$ cat src/rtl/clock_mux_pkg.sv
// Purpose: shared constants for the two-to-four gated clock multiplexer
// Assumes: one sampling clock at 40 MHz, far faster than the muxed input clocks
// Notes:   pin bit positions index the synchroniser bus
`default_nettype none
package clock_mux_pkg;
  localparam int         PAIRS       = 4;
  localparam int         PINS        = 4;
  localparam int         PIN_CLK_A   = 0;
  localparam int         PIN_CLK_B   = 1;
  localparam int         PIN_SEL     = 2;
  localparam int         PIN_GATE    = 3;
  localparam logic       SEL_CLK_A   = 1'b1;
  localparam logic       GATE_RESET  = 1'b1;
  localparam logic       LEVEL_RESET = 1'b0;
  localparam logic [3:0] SYNC_RESET  = 4'h0;
  localparam logic [3:0] TRUE_RESET  = 4'h0;
  localparam logic [3:0] COMP_RESET  = 4'hF;
  localparam logic [3:0] ALL_HIGH    = 4'hF;
  localparam logic [3:0] ALL_LOW     = 4'h0;
endpackage
`default_nettype wire

$ cat src/rtl/clock_mux_gate.sv
// Purpose: sampled model of a 2-to-4 clock mux with a falling-edge gating latch
// Assumes: input clocks are slower than half the 40 MHz sampling clock
// Notes:   outputs lag the pins by the synchroniser plus one register stage
//
// What this block does
// - select low routes clock b, select high routes clock a
// - four output pairs all carry the same selected clock together
// - complement output is always the inverse of the true output
// - gate low forces true low, complement high, at next falling input edge
// - gate enable latched only on a fall of the muxed clock level; a select swap that takes that level from high to low also counts
// - gate latch resets enabled; synchronised pins reset low
`timescale 1ns/1ps
`default_nettype none
module clock_mux_gate (
  input  wire logic                              clock,
  input  wire logic                              reset,
  input  wire logic                              ce,
  input  wire logic                              clkInA,
  input  wire logic                              clkInB,
  input  wire logic                              srcSel,
  input  wire logic                              gateEn,
  output logic      [clock_mux_pkg::PAIRS-1:0]   outTrue,
  output logic      [clock_mux_pkg::PAIRS-1:0]   outComp
);
  typedef struct packed {
    logic                            prevLevel;
    logic                            gateLatch;
    logic [clock_mux_pkg::PAIRS-1:0] trueOut;
    logic [clock_mux_pkg::PAIRS-1:0] compOut;
  } mux_state_t;

  mux_state_t                        s_q;
  mux_state_t                        s_d;
  logic [clock_mux_pkg::PINS-1:0]    pinsRaw;
  logic [clock_mux_pkg::PINS-1:0]    pinsS;
  logic                              curLevel;
  logic                              fallEdge;
  logic                              gateNext;
  logic                              syncClkA;
  logic                              syncClkB;
  logic                              syncSel;
  logic                              syncGate;

  // the select decode is shared by the clock path and its checks
  function automatic logic routesA(input logic sel);
    return sel == clock_mux_pkg::SEL_CLK_A;
  endfunction

  assign pinsRaw[clock_mux_pkg::PIN_CLK_A] = clkInA;
  assign pinsRaw[clock_mux_pkg::PIN_CLK_B] = clkInB;
  assign pinsRaw[clock_mux_pkg::PIN_SEL]   = srcSel;
  assign pinsRaw[clock_mux_pkg::PIN_GATE]  = gateEn;

  pin_sync syncPins (
    .clock   (clock),
    .reset   (reset),
    .ce      (ce),
    .pinsIn  (pinsRaw),
    .pinsOut (pinsS)
  );

  assign syncClkA = pinsS[clock_mux_pkg::PIN_CLK_A];
  assign syncClkB = pinsS[clock_mux_pkg::PIN_CLK_B];
  assign syncSel  = pinsS[clock_mux_pkg::PIN_SEL];
  assign syncGate = pinsS[clock_mux_pkg::PIN_GATE];

  // select is not aligned to either input clock, so a switch can cut a pulse short
  assign curLevel = routesA(syncSel) ? syncClkA : syncClkB;
  assign fallEdge = s_q.prevLevel & ~curLevel;
  assign gateNext = fallEdge ? pinsS[clock_mux_pkg::PIN_GATE] : s_q.gateLatch;

  always_comb begin
    s_d = s_q;
    if (ce) begin
      s_d.prevLevel = curLevel;
      s_d.gateLatch = gateNext;
      // gating only lands while the selected clock is low, so no runt pulse
      s_d.trueOut   = gateNext ? {clock_mux_pkg::PAIRS{curLevel}}
                               : clock_mux_pkg::ALL_LOW;
      s_d.compOut   = ~s_d.trueOut;
    end
  end

  always_ff @(posedge clock or posedge reset) begin
    if (reset) begin
      s_q.prevLevel <= clock_mux_pkg::LEVEL_RESET;
      s_q.gateLatch <= clock_mux_pkg::GATE_RESET;
      s_q.trueOut   <= clock_mux_pkg::TRUE_RESET;
      s_q.compOut   <= clock_mux_pkg::COMP_RESET;
    end else begin
      s_q <= s_d;
    end
  end

  assign outTrue = s_q.trueOut;
  assign outComp = s_q.compOut;

  // one label per pair, so a single stuck pair shows by name
  for (genvar p = 0; p < clock_mux_pkg::PAIRS; p++) begin : pairChk

  end
endmodule
`default_nettype wire

$ cat src/rtl/pin_sync.sv
// Purpose: two flip-flop synchroniser for all asynchronous pins
// Assumes: pins are independent levels; no bus coherency needed
// Notes:   stage one is read only by stage two
`timescale 1ns/1ps
`default_nettype none
module pin_sync (
  input  wire logic                             clock,
  input  wire logic                             reset,
  input  wire logic                             ce,
  input  wire logic [clock_mux_pkg::PINS-1:0]   pinsIn,
  output logic      [clock_mux_pkg::PINS-1:0]   pinsOut
);
  typedef struct packed {
    logic [clock_mux_pkg::PINS-1:0] stage1;
    logic [clock_mux_pkg::PINS-1:0] stage2;
  } sync_state_t;

  sync_state_t s_q;
  sync_state_t s_d;

  always_comb begin
    s_d = s_q;
    if (ce) begin
      s_d.stage1 = pinsIn;
      s_d.stage2 = s_q.stage1;
    end
  end

  always_ff @(posedge clock or posedge reset) begin
    if (reset) begin
      s_q.stage1 <= clock_mux_pkg::SYNC_RESET;
      s_q.stage2 <= clock_mux_pkg::SYNC_RESET;
    end else begin
      s_q <= s_d;
    end
  end

  assign pinsOut = s_q.stage2;
endmodule
`default_nettype wire

$ cat config.mk
export PLATFORM = sky130hd
export DESIGN_NAME = clock_mux_gate
export DESIGN_NICKNAME = d
export VERILOG_FILES = /design/src/rtl/clock_mux_pkg.sv /design/src/rtl/clock_mux_gate.sv /design/src/rtl/pin_sync.sv
export SDC_FILE = /design/constraint.sdc
export NUM_CORES = 1
export LEC_CHECK = 0
export BUFFER_PORTS_ARGS = -buffer_cell sky130_fd_sc_hd__buf_2
export CELL_PAD_IN_SITES_DETAIL_PLACEMENT = 1
export CELL_PAD_IN_SITES_GLOBAL_PLACEMENT = 2
export CORE_AREA = 2 2 43 45
export CTS_CLUSTER_DIAMETER = 100
export DETAILED_ROUTE_END_ITERATION = 8
export DIE_AREA = 0 0 45 47
export GPL_TIMING_DRIVEN = 0
export PLACE_DENSITY_LB_ADDON = 0.1
export SLEW_MARGIN = 30
export SYNTH_ARGS = -nofsm -noshare
export SYNTH_HDL_FRONTEND = slang
export SYNTH_SLANG_ARGS = --single-unit
$ cat constraint.sdc
create_clock -name clock -period 2.6 [get_ports clock]
set_clock_uncertainty 0.05 [all_clocks]
set_input_delay 0.13 -clock clock [delete_from_list [all_inputs] [get_ports clock]]
set_output_delay 0.13 -clock clock [all_outputs]
set_load 0.005 [all_outputs]
# [After elaboration in Yosys (flattened, before gate mapping)]
# Cells that the tools add are included.
[word_totals] output_inout_bits=8 n_memories=0 ram_bits=0 latch_bits=0 romBits=0 regBits=18 elab_cells=12
[op_classes] eq_ne=0 n_div=0 n_lt_le_gt_ge=0 bitwise_logic=3 shifts=0 n_reduce_logical=0 add_sub_neg=0 n_mul=0 n_mux=3
[op_table] cell="$mux 4" count=1
[op_table] cell="$not 4->4" count=1
[op_table] cell="$mux 1" count=2
[op_table] cell="$and 1x1->1" count=1
[op_table] cell="$not 1->1" count=1

# [Longest topological paths before layout]
[logic_depth] ltp_word=6 depth_mapped=3 ltp_nobuf=3

# [By module]
# Synthesis repeated with hierarchy kept, for this count alone.
[unflattened] cells_unflattened=44 hier_area_um2=594.3
[modules_own_cells] module="pin_sync" n_inst=1 area_per_inst_um2=365.4 cells_each=22
[modules_own_cells] module="clock_mux_gate" n_inst=1 area_per_inst_um2=229.0 cells_each=22

# [Worst setup path before layout]
# OpenSTA, ideal clock, no wires.
[synth_path] path_kind="reg2reg" from="reg syncPins.s_q, in the netlist syncPins.pinsOut[2]" to="reg (tool-made name)" setup_time_ps=82 t_required_ps=2468 t_arrival_ps=971 path_slack_ps=1496 stages_incl_launch_ff=4 cell_sequence="dfrtp_1 -> mux2i_1 -> nand3_1 -> mux2_4"
[synth_rtl] element="start: declaration" line_no="pin_sync.sv:18" text="sync_state_t s_q;"

==> metrics <==
Final ANT Viol Nets 0; setup violators final 0; DIE AREA about 2100 um^2; Crit. End Element primary output; total CTS buffers 3; total power 523.6 uW; CP max FO 5; setup tns final 0 ns; CTS sink count 12; Least-Margin Pin Slew 0.4493 ns; DRC 0; Avg WL per Cell 12.57 um; postcts setup bufs 0; final setup margin approximately 1.4 ns; simple-gate share of the synthesized area under 10%; Worst setup SP type flip-flop; CTS resizes 0; status completed; placed instance area slightly above 600 um^2; CP Data Required Time 2.42 ns; FF+latch count, synth 12; worst rel slew slack 70.01%; largest net degree at the start of global routing 13; global-route wire length before repair 1531 um; vias per cell 4.446; HPWL after DPL 726.3 um; TritonCTS clock tree yes; Cell Pwr Density ~800 nW/um^2; diode count 0; finished layout cell area 648.1 um^2; final wirelength roughly 930 um; post-synth top area share 47.73%; Core Area roughly 1700 um^2; H-tree Lvls 1; Reg clk slew, reported paths roughly 0.060 ns; Post-Syn Area approximately 520 um^2; Die Span Y 47 um; Starting DRT DRC Count 0; worst path cell trace buf_4 -> buf_2; Worst VDD drop 0.0003442 V; Hold Violations, Final 0; remaining global-route overflow 0; antenna violations before repair 0; Lkg Pwr 0.0003181 uW; hold buffers post-CTS 1; synth-to-layout area growth 23.63%; Tmin final 1.215 ns; Placer Congestion 0.7168; via count between 300 and 400; Cell Rows 15; max cap viols 0; die width 45 um; Clk Latency, worst-skew pair 0.26 ns; share of layout cells above drive strength 1 between 60 and 70%; largest family of logic cells by synthesized area multiplexers; Hold Crit Class input port to flip-flop; top cells by area, synth dfrtp_1 48%, mux2_2 17%, buf_4 11%, dfstp_2 10%, mux2_4 2.9%; compound-gate portion of the synthesized area ~3.3%; warnings from Yosys 0; largest stage delay on the critical path roughly 0.57 ns; Fmax achieved 823.1 MHz; final worst-path cycle share 46.73%; Mapped Avg Cell Area ~13 um^2; pre-CTS WS about 1.4 ns; # IOs 15; Syn Nets 46; GRT Util Overall 10.76%; Final Util approximately 39%; mux contribution to synthesized area a little over a fifth; Post-Synth XOR/XNOR Area 0%; Final Max Slew Viols 0; Synth cell types 14; unrepaired setup endpoints after global routing false; initial core utilization 31.74%; port bufs 14; Yosys top cell by area dfrtp_1; First-pass DRT Iterations 1; Crit-path slowest cell dfstp_2; Setup CP Type flip-flop to primary output; sequential share of the synthesized area 57.76%; clock buffer depth 2; Cells after Synth 39; CTS root buf clkbuf_4; nets@finish 66; adder-cell share of the synthesized area 0%; Worst Path Arrival 1.03 ns; vias in the first global route 359
worst max-delay path, delay by kind of cell, from the launching register on:
kind | cells | cell delay [ns]
flops | 1 | 0.57
buf+inv | 2 | 0.21
layer usage:
metal / up-vias / track usage [%] / wire [um]
met4: 0 / 8.824 / 8
met3: 2 / 1.154 / 47
met2: 14 / 20.29 / 504
met5: - / 0 / 0
met1: 154 / 10.58 / 370
li1: 159 / - / -
report_power, final:
part / switching, uW / total [uW] / internal (uW)
combinational: 49.8 / 158 / 108
sequential: 28.4 / 261 / 232
clock: 51.8 / 105 / 53.4
total: 130 / 524 / 394
cells by family (layout without fill, tap and decap cells):
kind of cell | after synthesis | in the layout
DFF | 12 | 12
buffers and inverters | 11 | 29
muxes | 10 | 10
AOI/OAI and AO/OA | 3 | 3
and+or+nand+nor | 3 | 3
synthesized netlist by cell type:
library cell and n:
a21oi_1 1, buf_2 1, buf_4 8, dfrtp_1 10, dfstp_2 2, inv_1 2, mux2_2 8, mux2_4 1
mux2i_1 1, nand3_1 1, nand3b_1 1, nor2_1 1, o21a_1 1, o21ai_0 1
cells in the final DEF (no fill, tap or decap), types with 2 or more instances in the layout:
cell type / count
dfstp_2: 2
inv_1: 2
buf_4: 8
clkbuf_4: 3
dfrtp_1: 10
mux2_2: 8
buf_2: 15
stage by stage:
step,hold WS [ns],cells
floorplan,-0.05673,39
global placement,0.08988,70
detailed placement,0.1001,70
CTS,0.04225,74
global route,0.04200,74
finish,0.04883,74
state kept, by name (all words and copies together) (netlist names), named ones only:
signal            cells
syncPins.pinsOut      4
syncPins.s_q          4
outTrue               1
s_q                   1
outComp               1
area by class of cell:
class | instances | area, um^2
plain buffers | 9 | 65.06
flip-flops and latches | 12 | 302.8
repair buffers | 15 | 80.08
clock buffers | 3 | 22.52
fillers | 186 | 1003
inverters | 2 | 7.507
multi-input cells | 16 | 148.9
well taps | 17 | 21.27
path summary, 6_finish.rpt:
kind	startpoint	endpoint	slack, ns	cells after the start
min reg2reg	syncPins.s_q[6]$_DFFE_PP0P_	syncPins.s_q[6]$_DFFE_PP0P_	0.46	1
max reg2reg	syncPins.pinsOut[2]$_DFFE_PP0P_	flip-flop	1.41	3
min in group asynchronous	reset	outTrue[2]$_DFFE_PP0P_	0.37	3
max in group asynchronous	reset	async pin	1.80	3
min	srcSel	syncPins.s_q[6]$_DFFE_PP0P_	0.05	2
max	outComp[2]$_DFFE_PP1P_	outComp[0]	1.39	2
Power figures use the tool's default switching activity.
